## src/inc/serial_card_cfg.svh

```systemverilog
// Constants for the multiport serial card bus glue
`ifndef SERIAL_CARD_CFG_SVH
`define SERIAL_CARD_CFG_SVH
`define STD_BASE_PORT1   10'h3f8
`define STD_BASE_PORT2   10'h2f8
`define STD_BASE_PORT3   10'h3e8
`define STD_BASE_PORT4   10'h2e8
`define PORT_SPACING     10'h008
`define A9_FIXED_BIT     10'h200
`define ADDR_LSB         3
`define ADDR_MSB         9
`define FLAGS_RESET      8'h00
`define CLK_FAST_MULT    8
`define CLK_NORM_MULT    1
`endif

```

## src/inc/serial_card_pkg.sv

```systemverilog
// Types for the multiport serial card bus glue
package serial_card_pkg;
   typedef enum logic [0:0] {
      MODE_STANDARD = 1'b0,
      MODE_ENHANCED = 1'b1
   } card_mode_e;
   typedef enum logic [0:0] {
      IRQ_SHARED      = 1'b0,
      IRQ_INDEPENDENT = 1'b1
   } irq_mode_e;
endpackage : serial_card_pkg

```

## src/verilog/serial_card_glue.sv

```systemverilog
// Address decode, interrupt routing and status register of the serial card
//----------------------------------------------------------------------
// Summary of operation
//----------------------------------------------------------------------
// Summary of operation
// - Mode switch picks standard (fixed addresses) or enhanced mode card-wide.
// - Standard mode decodes ports 1-4 at 3F8, 2F8, 3E8, 2E8.
// - Enhanced mode: one common interrupt line in shared irq mode, plus a source status register.
// - Port n sits at switch base plus eight bytes times n-1.
// - Port base compares address lines A3..A9 with the base switches.
// - Without an A9 switch, A9 must be high (0x200 fixed).
// - Second mode switch picks shared (default) or independent interrupts in enhanced mode; standard mode is always independent.
// - Independent mode: ports 1-4 each drive their own selectable line.
// - Shared mode: all port interrupts combine onto one selectable level.
// - Received data raises that port's interrupt and its status bit.
// - Status bit n reads 1 while port n+1 requests interrupt.
// - Status register decodes a whole eight-byte window at its switches.
// - Speed switch selects 1x or 8x baud clock multiplier.
`timescale 1ns/1ns
`default_nettype none
`include "serial_card_cfg.svh"
module serial_card_glue #(
   parameter int NPORTS = 8,  // Ports fitted, 4 or 8
   parameter int NLINES = 16, // Bus interrupt request lines
   parameter bit HAS_A9 = 1'b1 // Base switch bank has an A9 switch
) (
   input  wire logic              clk_sys_i,      // Bus clock
   input  wire logic              reset_i,        // Sync reset
   input  wire logic              ce_i,           // Clock enable
   input  wire logic [9:0]        bus_addr_i,     // I/O address A0..A9
   input  wire logic              bus_ior_i,      // I/O read strobe
   input  wire logic              bus_iow_i,      // I/O write strobe
   input  wire logic              bus_aen_i,      // DMA cycle, blocks decode
   input  wire logic [6:0]        port_base_switch_i,     // On=1, A3..A9
   input  wire logic [6:0]        vector_address_switch_i, // On=1, A3..A9
   input  wire logic              card_mode_sw_i,  // 1: enhanced mode
   input  wire logic              irq_mode_sw_i,   // 1: independent irq
   input  wire logic              speed_sw_i,      // 1: 8x baud clock
   input  wire logic [NLINES-1:0] irq_level_jumper_bank_i, // Shared level
   input  wire logic [4*NLINES-1:0] port_irq_jumper_i, // Per-port levels
   input  wire logic [NPORTS-1:0] port_irq_i,      // Port cores request
   output logic      [NPORTS-1:0] port_sel_o,      // Port chip selects
   output logic                   status_sel_o,    // Status window hit
   output logic                   data_oe_o,       // Drive bus data
   output logic      [7:0]        bus_data_o,      // Read data
   output logic      [NLINES-1:0] irq_o,           // Bus request lines
   output logic      [3:0]        baud_mult_o      // Baud multiplier
);
   //-------------------------------------------------------------------
   // Pin synchronisation
   //-------------------------------------------------------------------
   localparam int SW = 7 + 7 + 3 + NLINES + 4*NLINES;
   logic [SW-1:0] sw_s;
   logic [NPORTS-1:0] irq_s;
   logic [9:0] addr_r;
   logic       ior_r;
   logic       iow_r;
   logic       aen_r;
   logic [6:0] pbase_s;
   logic [6:0] vbase_s;
   logic       mode_s;
   logic       irqm_s;
   logic       speed_s;
   logic [NLINES-1:0]   lvl_s;
   logic [4*NLINES-1:0] plvl_s;

   // Switches and jumpers are static, but still kept off the raw pins
   sync2 #(.W(SW)) u_sw_sync (
      .clk_sys_i (clk_sys_i),
      .reset_i   (reset_i),
      .ce_i      (ce_i),
      .d_i       ({port_base_switch_i, vector_address_switch_i,
                   card_mode_sw_i, irq_mode_sw_i, speed_sw_i,
                   irq_level_jumper_bank_i, port_irq_jumper_i}),
      .q_o       (sw_s)
   );
   assign {pbase_s, vbase_s, mode_s, irqm_s, speed_s, lvl_s, plvl_s} = sw_s;

   sync2 #(.W(NPORTS)) u_irq_sync (
      .clk_sys_i (clk_sys_i),
      .reset_i   (reset_i),
      .ce_i      (ce_i),
      .d_i       (port_irq_i),
      .q_o       (irq_s)
   );

   sync2 #(.W(13)) u_bus_sync (
      .clk_sys_i (clk_sys_i),
      .reset_i   (reset_i),
      .ce_i      (ce_i),
      .d_i       ({bus_addr_i, bus_ior_i, bus_iow_i, bus_aen_i}),
      .q_o       ({addr_r, ior_r, iow_r, aen_r})
   );

   //-------------------------------------------------------------------
   // Address decode
   //-------------------------------------------------------------------
   serial_card_pkg::card_mode_e card_mode;
   serial_card_pkg::irq_mode_e  irq_mode;
   assign card_mode = serial_card_pkg::card_mode_e'(mode_s);
   assign irq_mode  = serial_card_pkg::irq_mode_e'(irqm_s);

   // On switch means address bit must be zero
   function automatic logic [9:0] sw_to_base(input logic [6:0] sw);
      logic [9:0] b;
      b = {~sw, 3'b000};
      if (!HAS_A9)
         b = b | `A9_FIXED_BIT;
      return b;
   endfunction : sw_to_base

   logic [9:0] port_base;
   logic [9:0] vec_base;
   logic       cycle;
   assign port_base = sw_to_base(pbase_s);
   assign vec_base  = sw_to_base(vbase_s);
   assign cycle     = (ior_r | iow_r) & ~aen_r;

   logic [9:0] std_base [4];
   assign std_base[0] = `STD_BASE_PORT1;
   assign std_base[1] = `STD_BASE_PORT2;
   assign std_base[2] = `STD_BASE_PORT3;
   assign std_base[3] = `STD_BASE_PORT4;

   logic [NPORTS-1:0] port_hit;
   always_comb begin
      logic [9:0] enh_addr;
      enh_addr = '0;
      port_hit = '0;
      for (int i = 0; i < NPORTS; i++) begin
         // Wraps at 10 bits, as the bus does
         enh_addr = port_base + 10'(i) * `PORT_SPACING;
         if (card_mode == serial_card_pkg::MODE_STANDARD) begin
            if (i < 4)
               port_hit[i] = addr_r[9:3] == std_base[i][9:3];
         end else begin
            port_hit[i] = addr_r[9:3] == enh_addr[9:3];
         end
      end
   end

   logic status_hit;
   // Whole 8-byte window answers, A0..A2 ignored
   assign status_hit = (card_mode == serial_card_pkg::MODE_ENHANCED)
                     && (addr_r[9:3] == vec_base[9:3]);

   always_ff @(posedge clk_sys_i) begin
      if (reset_i) begin
         port_sel_o   <= '0;
         status_sel_o <= 1'b0;
      end else if (ce_i) begin
         port_sel_o   <= cycle ? port_hit : '0;
         status_sel_o <= cycle & status_hit;
      end
   end

   //-------------------------------------------------------------------
   // Status register
   //-------------------------------------------------------------------
   logic [7:0] flags_r;
   // Live copy of port requests: a read never clears anything
   always_ff @(posedge clk_sys_i) begin
      if (reset_i)
         flags_r <= `FLAGS_RESET;
      else if (ce_i)
         flags_r <= 8'(irq_s);
   end

   always_ff @(posedge clk_sys_i) begin
      if (reset_i) begin
         data_oe_o  <= 1'b0;
         bus_data_o <= 8'h00;
      end else if (ce_i) begin
         data_oe_o  <= ior_r & ~aen_r & status_hit;
         // A DMA cycle must never see status data on the bus
         bus_data_o <= (ior_r & ~aen_r & status_hit) ? flags_r
                                                     : 8'h00;
      end
   end

   //-------------------------------------------------------------------
   // Interrupt routing
   //-------------------------------------------------------------------
   logic [NLINES-1:0] irq_nxt;
   logic              any_irq;
   assign any_irq = |flags_r;
   always_comb begin
      irq_nxt = '0;
      if (card_mode == serial_card_pkg::MODE_STANDARD
          || irq_mode == serial_card_pkg::IRQ_INDEPENDENT) begin
         // Only the first four ports own a selectable line
         for (int p = 0; p < 4 && p < NPORTS; p++) begin
            if (flags_r[p])
               irq_nxt = irq_nxt | plvl_s[p*NLINES +: NLINES];
         end
      end else if (any_irq) begin
         irq_nxt = lvl_s;
      end
   end

   always_ff @(posedge clk_sys_i) begin
      if (reset_i)
         irq_o <= '0;
      else if (ce_i)
         irq_o <= irq_nxt;
   end

   //-------------------------------------------------------------------
   // Baud clock multiplier
   //-------------------------------------------------------------------
   always_ff @(posedge clk_sys_i) begin
      if (reset_i)
         baud_mult_o <= 4'(`CLK_NORM_MULT);
      else if (ce_i)
         baud_mult_o <= speed_s ? 4'(`CLK_FAST_MULT)
                                : 4'(`CLK_NORM_MULT);
   end
endmodule : serial_card_glue
`default_nettype wire

```

## src/verilog/sync2.sv

```systemverilog
// Two-stage synchroniser for a bus of pin-level inputs
`timescale 1ns/1ns
`default_nettype none
module sync2 #(
   parameter int W = 1
) (
   input  wire logic         clk_sys_i, // System clock
   input  wire logic         reset_i,   // Sync reset, active high
   input  wire logic         ce_i,      // Clock enable
   input  wire logic [W-1:0] d_i,       // Asynchronous input
   output logic      [W-1:0] q_o        // Synchronised output
);
   logic [W-1:0] meta_r;
   always_ff @(posedge clk_sys_i) begin
      if (reset_i) begin
         meta_r <= '0;
         q_o    <= '0;
      end else if (ce_i) begin
         meta_r <= d_i;
         q_o    <= meta_r;
      end
   end
endmodule : sync2
`default_nettype wire
```

## config.mk

```make
export PLATFORM = sky130hd
export DESIGN_NAME = serial_card_glue
export DESIGN_NICKNAME = d
export VERILOG_FILES = /design/src/inc/serial_card_pkg.sv /design/src/verilog/serial_card_glue.sv /design/src/verilog/sync2.sv
export VERILOG_INCLUDE_DIRS = /design/src /design/src/inc
export SDC_FILE = /design/constraint.sdc
export NUM_CORES = 1
export LEC_CHECK = 0
export BUFFER_PORTS_ARGS = -buffer_cell sky130_fd_sc_hd__buf_2
export CORE_AREA = 2 2 110 218
export CTS_BUF_LIST = sky130_fd_sc_hd__clkbuf_4
export CTS_CLUSTER_DIAMETER = 50
export DETAILED_ROUTE_END_ITERATION = 8
export DIE_AREA = 0 0 112 220
export HOLD_SLACK_MARGIN = 0.08
export PLACE_DENSITY = 0.79
export SLEW_MARGIN = 20
export SYNTH_ARGS = -nofsm -noshare
export SYNTH_HDL_FRONTEND = slang
export SYNTH_SLANG_ARGS = --single-unit
```

## constraint.sdc

```tcl
create_clock -name clk_sys_i -period 2.5 [get_ports clk_sys_i]
set_input_delay 0.125 -clock clk_sys_i [delete_from_list [all_inputs] [get_ports clk_sys_i]]
set_output_delay 0.125 -clock clk_sys_i [all_outputs]
set_load 0.005 [all_outputs]
```

==> results.py, run 1 <==
metrics = {
    "timing": {
        "rsz0062_at_grt": "false",
        "setup_viol": 0,
        "finalCriticalPeriod_ps": 2290,
        "slew_headroom": 0.323,
        "skew_ps": 23.3,
        "finalCritPeriodShare": 0.918,
        "max_freq_mhz": 436,
        "setup_tns_ps": 0,
        "hold_viol_final": 0,
        "drv_slew": 0,
        "tightestPinTransition_ps": 1020,
    },
    "route": {
        "via_count": 9593,
        "drt_iter0_drc": 499,
        "first_pass_iters": 5,
        "post_drt_wl_per_cell_um": 18.7,
        "antenna_left": 0,
        "via_per_inst": 5.33,
        "routed_wl_um": 33700,
        "drcViolationCount": 0,
    },
    "finish": {
        "final_cells": 1799,
        "nets": 1604,
        "final_area_um2": 14500,
        "drive_above_1_share": 0.178,
        "final_util": 0.627,
        "fillers": 1851,
        "area_growth_pct": 28.5,
    },
    "floorplanning": {
        "die_height_um": 220,
        "ios": 159,
        "start_util": 0.488,
        "core_um2": 23100,
        "dieArea_um2": 24600,
        "rows": 79,
        "dieWidth_um": 112,
    },
    "logic_synthesis": {
        "synth_top_cell_area_share": 0.486,
        "netlist_instances": 1180,
        "synth_commonest_cells": "280 x nor2_1, 274 x dfxtp_1, 240 x mux2i_1",
        "synth_most_common_cell": "nor2_1",
        "synth_top_family_by_area": "multiplexers",
        "synth_area_um2": 11300,
        "synthMuxAreaShare": 0.213,
        "synth_seq_area_share": 0.486,
        "synth-async-reset-ratio": 0,
        "synth-xor-area-share": 0.0402,
        "ys_warn_count": 0,
        "synth_fa_ha_area_frac": 0.00998,
        "synth-compound-area-share": 0.0744,
        "ys_seq_elements": 274,
        "synth.distinct_cells": 50,
        "synth-simple-area-share": 0.139,
        "synth_flop_cell": "dfxtp_1",
        "synth_area_leaders": "dfxtp_1 49%, mux2i_1 21%, nor2_1 9.3%",
        "synth_edf_count": 0,
        "synth_area_per_cell_um2": 9.56,
        "synth_top_cell_by_area": "dfxtp_1",
    },
    "cts": {
        "cts_tree": "built",
        "cts_root_buf": "clkbuf_4",
        "numCtsBuffers": 59,
        "clock_latency_ps": 710,
        "clk_pin_slew_worst_paths_ps": 70,
        "htree_levels": 2,
        "cts_sinks": 274,
        "clockBufferDepth": 3,
        "cts_setup_buffers": 0,
    },
    "global_route": {
        "grt_max_degree": 221,
        "grt.overflow.total": 0,
        "grt_pass1_wl_um": 51600,
        "grtUsageTotal": 0.267,
        "grt_pass1_vias": 9885,
        "grt_antenna_before_repair": 1,
    },
    "critical_path": {
        "cp.arrival_ps": 2880,
        "endpoint_kind": "register",
        "crit_path_max_fanout": 58,
        "regToRegEndpoint": "port_sel_o[2]",
        "slowest_delay_ps": 750,
        "cp_slowest_cell": "buf_4",
        "crit_chain": "dlygate4sd3_1, buf_8, buf_4, buf_4, mux2i_1, nor2_1, dlygate4sd3_1",
        "cp_data_required_time_ps": 3090,
        "reg2reg_from": "u_sw_sync.q_o[82]",
        "critPathKind": "in2reg",
        "rr_worst_depth": 5,
        "rrSetupSlack_ps": 360,
        "startpoint_type": "primary input",
    },
    "worst_hold_path": {
        "hold_end": "u_sw_sync.meta_r[2]",
        "hold_class": "in2reg",
        "worstHoldStart": "port_irq_jumper_i[2]",
        "min_path_cells": 4,
    },
    "placed_design": {
        "placed_cells": 1548,
        "hpwlAfterDp_um": 20600,
        "routabilityCongestion": 0.933,
        "port-buffer-count": 153,
        "place_area_um2": 12300,
    },
    "run_status": {
        "status": "complete, no violations",
    },
    "pwr": {
        "p_leak_nw": 6.64,
        "power.total_mw": 9.24,
        "p_per_area_nw_per_um2": 638,
        "ir_drop_v": 0.000643,
    },
    "run": {
        "maxCapViolCount": 0,
    },
}
-- critical path, delay by kind of cell --
family                 cells  cell delay, ps
buffers and inverters      5            2330
muxes                      1             270
and+or+nand+nor            1              60
-- registers in the layout, indices dropped and copies added, names as in the netlist --
signal	cells
status_sel_o	1
bus_data_o	8
baud_mult_o	2
u_sw_sync.meta_r	97
u_bus_sync.meta_r	10
u_irq_sync.meta_r	8
port_sel_o	8
data_oe_o	1
u_bus_sync.q_o	10
u_sw_sync.q_o	97
flags_r	8
irq_o	16
u_irq_sync.q_o	8
-- through the flow --
step	hold WS (ps)	worst slack, ps
floorplan	272	374
global placement	358	375
detailed placement	366	404
CTS	124	340
global route	170	159
finish	194	206
-- what timing repair did --
item,CTS,global route
gates resized for setup,0,0
hold buffers,148,0
endpoints found under the hold margin,146,0
-- cells by family after synthesis --
group	after synthesis
flip-flops	274
multiplexers	240
buffers and inverters	104
XOR/XNOR	51
adder cells (fa/ha/maj)	9
other	1
AND/OR/NAND/NOR	378
AO/OA/AOI/OAI	123
-- area by class of cell --
| type | count | area (um^2) | share of cell area |
|---|---|---|---|
| Inverter | 10 | 37.5 | 0.00259 |
| Tap cell | 283 | 354 | 0.0244 |
| Sequential cell | 274 | 5490 | 0.378 |
| Clock inverter | 19 | 130 | 0.00898 |
| Multi-Input combinational cell | 803 | 5390 | 0.372 |
| Clock buffer | 82 | 616 | 0.0425 |
| Antenna cell | 2 | 5.00 | 0.000345 |
| Timing Repair Buffer | 326 | 2480 | 0.171 |
-- layer usage --
layer,routed length [um],share of wire,track usage,up-vias
met2,18100,0.54,0.503,329
met5,0,0,0,-
met3,1480,0.044,0.0443,111
met1,11800,0.35,0.261,4507
met4,2340,0.069,0.189,0
li1,-,-,-,4646
-- cells in the final DEF, fill, tap and decap left out, types with 3 or more instances in the layout --
master         netlist  routed
nand2b_1             9       9
xor2_1              23      23
nor2_1             280     280
mux2i_1            240     240
buf_2               13     151
xnor2_1             27      27
nor4_1               4       4
clkinv_1             0      13
nor2b_1              7       7
buf_4                2      23
nand3_1              4       4
nand4_1              4       4
ha_1                 9       9
clkbuf_4             0      82
a22oi_1             42      42
nand2_1             32      32
dfxtp_1            274     274
a41oi_1              3       3
o21ai_0             12      12
nor3_1              27      27
a32oi_1              4       4
a211oi_1            17      17
a21oi_1             29      29
inv_1               10      10
dlygate4sd3_1        0     148
-- how the worst max path moves through the flow --
stage / startpoint / to / slack, ps / cells after the start
final: ce_i / u_sw_sync.meta_r[56] / 210 / 7
after detailed placement: u_sw_sync.q_o[82] / port_sel_o[2] / 400 / 5
after floorplan: u_sw_sync.q_o[92] / port_sel_o[1] / 370 / 10
after global placement: u_sw_sync.q_o[82] / port_sel_o[2] / 370 / 5
after global routing: ce_i / u_sw_sync.meta_r[71] / 160 / 7
after CTS: ce_i / u_sw_sync.meta_r[54] / 340 / 7
-- power by group --
group	internal, mW	total [mW]	switching, mW
sequential	4.55	4.69	0.141
clock	1.72	3.46	1.74
combinational	0.559	1.09	0.532
Power figures use the tool's default switching activity.
==> run 2: changes to the inputs <==
--- a/config.mk
+++ b/config.mk
@@ -7,13 +7,15 @@
 export NUM_CORES = 1
 export LEC_CHECK = 0
 export BUFFER_PORTS_ARGS = -buffer_cell sky130_fd_sc_hd__buf_2
-export CORE_AREA = 2 2 110 218
+export CELL_PAD_IN_SITES_DETAIL_PLACEMENT = 0
+export CELL_PAD_IN_SITES_GLOBAL_PLACEMENT = 1
+export CORE_AREA = 2 2 114 227
 export CTS_BUF_LIST = sky130_fd_sc_hd__clkbuf_4
 export CTS_CLUSTER_DIAMETER = 50
 export DETAILED_ROUTE_END_ITERATION = 8
-export DIE_AREA = 0 0 112 220
+export DIE_AREA = 0 0 116 229
 export HOLD_SLACK_MARGIN = 0.08
-export PLACE_DENSITY = 0.79
+export PLACE_DENSITY = 0.91
 export SLEW_MARGIN = 20
 export SYNTH_ARGS = -nofsm -noshare
 export SYNTH_HDL_FRONTEND = slang
==> run 2 against run 1 <==
Effect of this change: maximum frequency is 12% higher; first-iteration DRC count increased by 36%; design area decreased by 0.34%; wire length decreased by 13%; sequential cell count unchanged; cell count grew 2.6%; critical path type is now reg2reg; highest routed layer unchanged.
==> results.py, run 2 (synthesized netlist as in run 1, its figures left out) <==
metrics = {
    "floorplanning": {
        "die_height_um": 229,
        "core_um2": 24800,
        "dieArea_um2": 26600,
        "ios": 159,
        "start_util": 0.454,
        "dieWidth_um": 116,
        "rows": 82,
    },
    "pwr": {
        "ir_drop_v": 0.000445,
        "p_clk_frac": 0.370,
        "p_per_area_nw_per_um2": 629,
        "switching_share": 0.260,
        "combPwrFrac": 0.115,
        "intPower_mw": 6.73,
        "p_leak_nw": 6.57,
        "seqPwrFrac": 0.515,
        "power_switching_mw": 2.36,
    },
    "cts": {
        "cts_setup_buffers": 0,
        "cts-resized-gates": 0,
        "cts_tree": "built",
        "cts_hold_buf": 135,
        "clk_pin_slew_worst_paths_ps": 80,
        "numCtsBuffers": 60,
        "clockBufferDepth": 3,
        "clock_latency_ps": 750,
        "htree_levels": 2,
        "cts_root_buf": "clkbuf_4",
        "cts_sinks": 274,
    },
    "finish": {
        "final_common_cell": "nor2_1",
        "nets": 1592,
        "area_growth_pct": 28.0,
        "drive_above_1_share": 0.180,
        "final_util": 0.582,
        "reg.largest.list": "u_sw_sync.meta_r: 97 flops, u_sw_sync.q_o: 97 flops, irq_o: 16 flops",
        "layout_common_cells": "280 x nor2_1, 274 x dfxtp_1, 240 x mux2i_1, 151 x buf_2, 135 x dlygate4sd3_1",
    },
    "route": {
        "via_count": 9320,
        "drt_iter0_drc": 678,
        "first_pass_iters": 5,
        "routed_wl_um": 29200,
        "via_per_inst": 5.05,
        "post_drt_wl_per_cell_um": 15.8,
        "drcViolationCount": 0,
        "antenna_left": 0,
    },
    "run_status": {
        "status": "complete, no violations",
    },
    "timing": {
        "skew_ps": 49.4,
        "finalCritPeriodShare": 0.822,
        "setup_viol": 0,
        "max_freq_mhz": 486,
        "fin_ws_ps": 444,
        "drv_slew": 0,
        "slew_headroom": 0.409,
        "hold_viol_final": 0,
        "rsz0062_at_grt": "false",
        "finalCriticalPeriod_ps": 2060,
        "tightestPinTransition_ps": 885,
        "setup_tns_ps": 0,
    },
    "global_route": {
        "grt_pass1_wl_um": 46600,
        "grt.overflow.total": 0,
        "grtUsageTotal": 0.219,
        "grt_pass1_vias": 9446,
        "grt_max_degree": 179,
        "grt_antenna_before_repair": 1,
    },
    "critical_path": {
        "cp_data_required_time_ps": 3150,
        "crit_chain": "inv_1, ha_1, and4bb_2, xor2_1, mux2i_1, o2bb2ai_1, a221oi_1, a211oi_1",
        "cp.arrival_ps": 2700,
        "critPathKind": "reg2reg",
        "crit_family": "compound AO/OA/AOI/OAI gates",
        "crit_path_max_fanout": 7,
        "rrSetupSlack_ps": 440,
        "startpoint_type": "register",
        "cp_slowest_cell": "ha_1",
        "path_buf_inv": 1,
        "slowest_delay_ps": 340,
        "endpoint_kind": "register",
    },
    "placed_design": {
        "place_ws_ps": 440,
        "port-buffer-count": 153,
        "hpwlAfterDp_um": 18500,
        "routabilityCongestion": 0.876,
    },
    "worst_hold_path": {
        "hold_class": "in2reg",
    },
    "run": {
        "maxCapViolCount": 0,
    },
}
==> run 2: cell types whose count changed in the layout (fill, tap and decap cells not counted), sizes merged <==
cell	change
dlygate4sd3	-13
bufinv	-1
clkinv	+8
==> run 2: through the flow <==
step	total power, mW	area [um^2]	cells	hold WS [ps]
finish	9.09	14400	1846	148
global route	9.54	14400	1846	112
CTS	9.20	14400	1844	92.7
detailed placement	5.64	12300	1601	365
global placement	5.61	12300	1601	358
floorplan	5.36	11300	1181	272
==> run 2: worst paths after layout <==
path / end / depth (start not counted) / from
setup / recovery: port_sel_o[1] / 8 / u_sw_sync.q_o[92]
hold / removal: u_sw_sync.meta_r[19] / 4 / port_irq_jumper_i[19]
setup reg to reg: port_sel_o[1] / 8 / u_sw_sync.q_o[92]
hold reg to reg: port_sel_o[4] / 2 / port_sel_o[4]
==> run 2: area by class of cell <==
type	count	area, um^2
clock inverters	26	133
fillers	2209	10400
well taps	336	420
flip-flops and latches	274	5490
clock buffers	82	616
inverters	10	37.5
multi-input cells	803	5390
repair buffers	313	2360
diodes	2	5.00
==> run 2: power by group through the flow <==
stage	registers (mW)	clock network [mW]	logic, mW
after detailed placement	4.78	0	0.864
after global placement	4.77	0	0.843
after CTS	4.68	3.48	1.04
after floorplan	4.73	0	0.633
final	4.68	3.36	1.04
after global routing	4.70	3.69	1.15
==> run 2: metal layers <==
metal | up-vias | track usage | wire, um
met5 | - | 0 | 0
met4 | 0 | 0.0811 | 809
met3 | 56 | 0.0521 | 1840
met2 | 312 | 0.355 | 13700
met1 | 4319 | 0.280 | 12800
li1 | 4633 | - | -
==> run 2: worst register-to-register path: stages, from the launching register on <==
cell,delay (ps)
dfxtp_1,310
inv_1,170
ha_1,340
and4bb_2,310
xor2_1,200
mux2i_1,210
o2bb2ai_1,140
a221oi_1,100
a211oi_1,220
==> run 3: changes to the inputs <==
--- a/config.mk
+++ b/config.mk
@@ -9,13 +9,13 @@
 export BUFFER_PORTS_ARGS = -buffer_cell sky130_fd_sc_hd__buf_2
 export CELL_PAD_IN_SITES_DETAIL_PLACEMENT = 0
 export CELL_PAD_IN_SITES_GLOBAL_PLACEMENT = 1
-export CORE_AREA = 2 2 114 227
+export CORE_AREA = 2 2 121 240
 export CTS_BUF_LIST = sky130_fd_sc_hd__clkbuf_4
 export CTS_CLUSTER_DIAMETER = 50
 export DETAILED_ROUTE_END_ITERATION = 8
-export DIE_AREA = 0 0 116 229
+export DIE_AREA = 0 0 123 242
 export HOLD_SLACK_MARGIN = 0.08
-export PLACE_DENSITY = 0.91
+export PLACE_DENSITY = 0.86
 export SLEW_MARGIN = 20
 export SYNTH_ARGS = -nofsm -noshare
 export SYNTH_HDL_FRONTEND = slang
==> constraint.sdc (replaced) <==
create_clock -name clk_sys_i -period 1.7 [get_ports clk_sys_i]
set_input_delay 0.085 -clock clk_sys_i [delete_from_list [all_inputs] [get_ports clk_sys_i]]
set_output_delay 0.085 -clock clk_sys_i [all_outputs]
set_load 0.005 [all_outputs]
==> run 3 against run 2 <==
Effect of this change: the flow now finishes with violations (setup timing); count of clock-buffer cells in the layout increased by 6; non-clock buffer count increased by 168; cell count increased by 9.9%; critical path depth increased by 1; register-to-register slack got worse by 530 ps; wire length increased by 28%; sequential power increased by 47%; clock skew decreased by 4.8 ps; die area increased by 12%; global-route usage increased by 3.4 points; sequential cell count unchanged; highest routed layer unchanged.
==> results.py, run 3 (synthesized netlist as in run 1, its figures left out) <==
metrics = {
    "placed_design": {
        "port-buffer-count": 153,
        "routabilityCongestion": 0.900,
        "place_area_um2": 13000,
        "hpwlAfterDp_um": 23700,
        "place_ws_ps": -184,
    },
    "critical_path": {
        "rr_worst_depth": 9,
        "cp_data_required_time_ps": 2360,
        "reg2reg_from": "u_sw_sync.q_o[92]",
        "critPathKind": "reg2reg",
        "crit_start": "u_sw_sync.q_o[92]",
        "crit_path_max_fanout": 6,
        "endpoint_kind": "register",
        "cp.arrival_ps": 2440,
        "worstSetupEndpoint": "port_sel_o[1]",
        "startpoint_type": "register",
        "regToRegEndpoint": "port_sel_o[1]",
        "rrSetupSlack_ps": -80,
    },
    "run_status": {
        "status": "finished with violations",
        "failed_checks": "setup timing",
    },
    "timing": {
        "finalCriticalPeriod_ps": 1780,
        "slew_headroom": 0.490,
        "skew_ps": 44.6,
        "finalCritPeriodShare": 1.05,
        "setup_viol": 6,
        "max_freq_mhz": 560,
        "drv_slew": 0,
        "hold_viol_final": 0,
        "rsz0062_at_grt": "true",
        "tightestPinTransition_ps": 765,
        "fin_ws_ps": -84.2,
    },
    "route": {
        "routed_wl_um": 37400,
        "antenna_left": 0,
        "first_pass_iters": 4,
        "wl_met2_um": 21300,
        "post_drt_wl_per_cell_um": 18.4,
        "via_count": 10200,
        "via_per_inst": 5.04,
        "wl_met1_um": 12400,
        "drt_iter0_drc": 332,
        "top_layer_used": "met4",
        "drcViolationCount": 0,
        "route.met3.wl_um": 1230,
    },
    "floorplanning": {
        "dieArea_um2": 29800,
        "ios": 159,
        "dieWidth_um": 123,
        "die_height_um": 242,
        "core_um2": 28100,
        "rows": 87,
        "start_util": 0.402,
    },
    "pwr": {
        "p_per_area_nw_per_um2": 848,
        "ir_drop_v": 0.000717,
        "power.total_mw": 13.8,
        "p_leak_nw": 7.59,
    },
    "cts": {
        "numCtsBuffers": 66,
        "cts_root_buf": "clkbuf_4",
        "htree_levels": 3,
        "cts_tree": "built",
        "cts_setup_buffers": 0,
        "clock_latency_ps": 740,
        "clk_pin_slew_worst_paths_ps": 80,
        "clockBufferDepth": 3,
        "cts_sinks": 274,
    },
    "finish": {
        "final_util": 0.580,
        "reg.largest.list": "u_sw_sync.meta_r: 97 flops, u_sw_sync.q_o: 97 flops, irq_o: 16 flops",
        "area_growth_pct": 44.4,
        "fillers": 2388,
        "drive_above_1_share": 0.218,
        "final_area_um2": 16300,
        "final_common_cell": "nor2_1",
        "nets": 1766,
        "layout_common_cells": "277 x nor2_1, 266 x dfxtp_1, 246 x dlygate4sd3_1, 240 x mux2i_1, 151 x buf_2",
    },
    "global_route": {
        "grt_pass1_vias": 10700,
        "grt_antenna_before_repair": 3,
        "grt_max_degree": 140,
        "grt.overflow.total": 0,
        "grtUsageTotal": 0.253,
        "grt_pass1_wl_um": 56800,
    },
    "worst_hold_path": {
        "hold_class": "in2reg",
    },
    "run": {
        "maxCapViolCount": 0,
    },
}
## run 3: worst max-delay path: stages (launching register included)
cell and delay, ps:
dfxtp_2 340, inv_6 70, buf_12 100, ha_4 160
and4bb_2 280, xor2_2 150, mux2i_1 190, o2bb2ai_1 150
a221oi_2 80, a211oi_1 190
## run 3: worst min-delay path by stage
| stage | start | to | slack (ps) | cells after the start |
|---|---|---|---|---|
| 6_report | ce_i | port_sel_o[4] | 150 | 6 |
| 5_1_grt | ce_i | port_sel_o[4] | 170 | 6 |
| 4_1_cts | ce_i | port_sel_o[4] | 100 | 6 |
| 3_5_place_dp | port_irq_jumper_i[32] | u_sw_sync.meta_r[32] | 330 | 3 |
| 3_3_place_gp | port_irq_jumper_i[32] | u_sw_sync.meta_r[32] | 320 | 3 |
| 2_1_floorplan | bus_aen_i | u_bus_sync.meta_r[0] | 230 | 2 |
## run 3: report_power, final
part | leakage [nW] | switching (mW) | internal (mW)
registers | 2.25 | 0.195 | 6.70
logic | 4.90 | 0.893 | 1.09
clock network | 0.438 | 2.57 | 2.38
total | 7.59 | 3.66 | 10.2
## run 3: what timing repair did
item                                   in CTS  in global routing
hold buffers                              248                  0
pin swaps                                  11                  8
endpoints found under the hold margin     273                  0
resized for setup                          16                 16
setup endpoints to repair                  16                 19
## run 3: area by class of cell
| type | instances | area, um^2 | share of cell area |
|---|---|---|---|
| Tap cell | 356 | 445 | 0.0273 |
| Antenna cell | 2 | 5.00 | 0.000307 |
| Clock inverter | 15 | 58.8 | 0.00361 |
| Inverter | 10 | 45.0 | 0.00276 |
| Timing Repair Buffer | 481 | 4050 | 0.248 |
| Multi-Input combinational cell | 803 | 5540 | 0.340 |
| Clock buffer | 88 | 661 | 0.0405 |
| Sequential cell | 274 | 5500 | 0.337 |
## run 3: per-stage QoR
step,TNS [ps],std cells,hold slack [ps]
2_1_floorplan,-137,1181,232
3_3_place_gp,-736,1678,319
3_5_place_dp,-1020,1678,327
4_1_cts,-347,2029,100
5_1_grt,-949,2029,170
6_report,-202,2029,148
## run 3: metal layers
metal	global-route usage	up-vias
met5	0	-
met1	0.228	4891
met4	0.170	0
met2	0.488	267
li1	-	4974
met3	0.0464	98
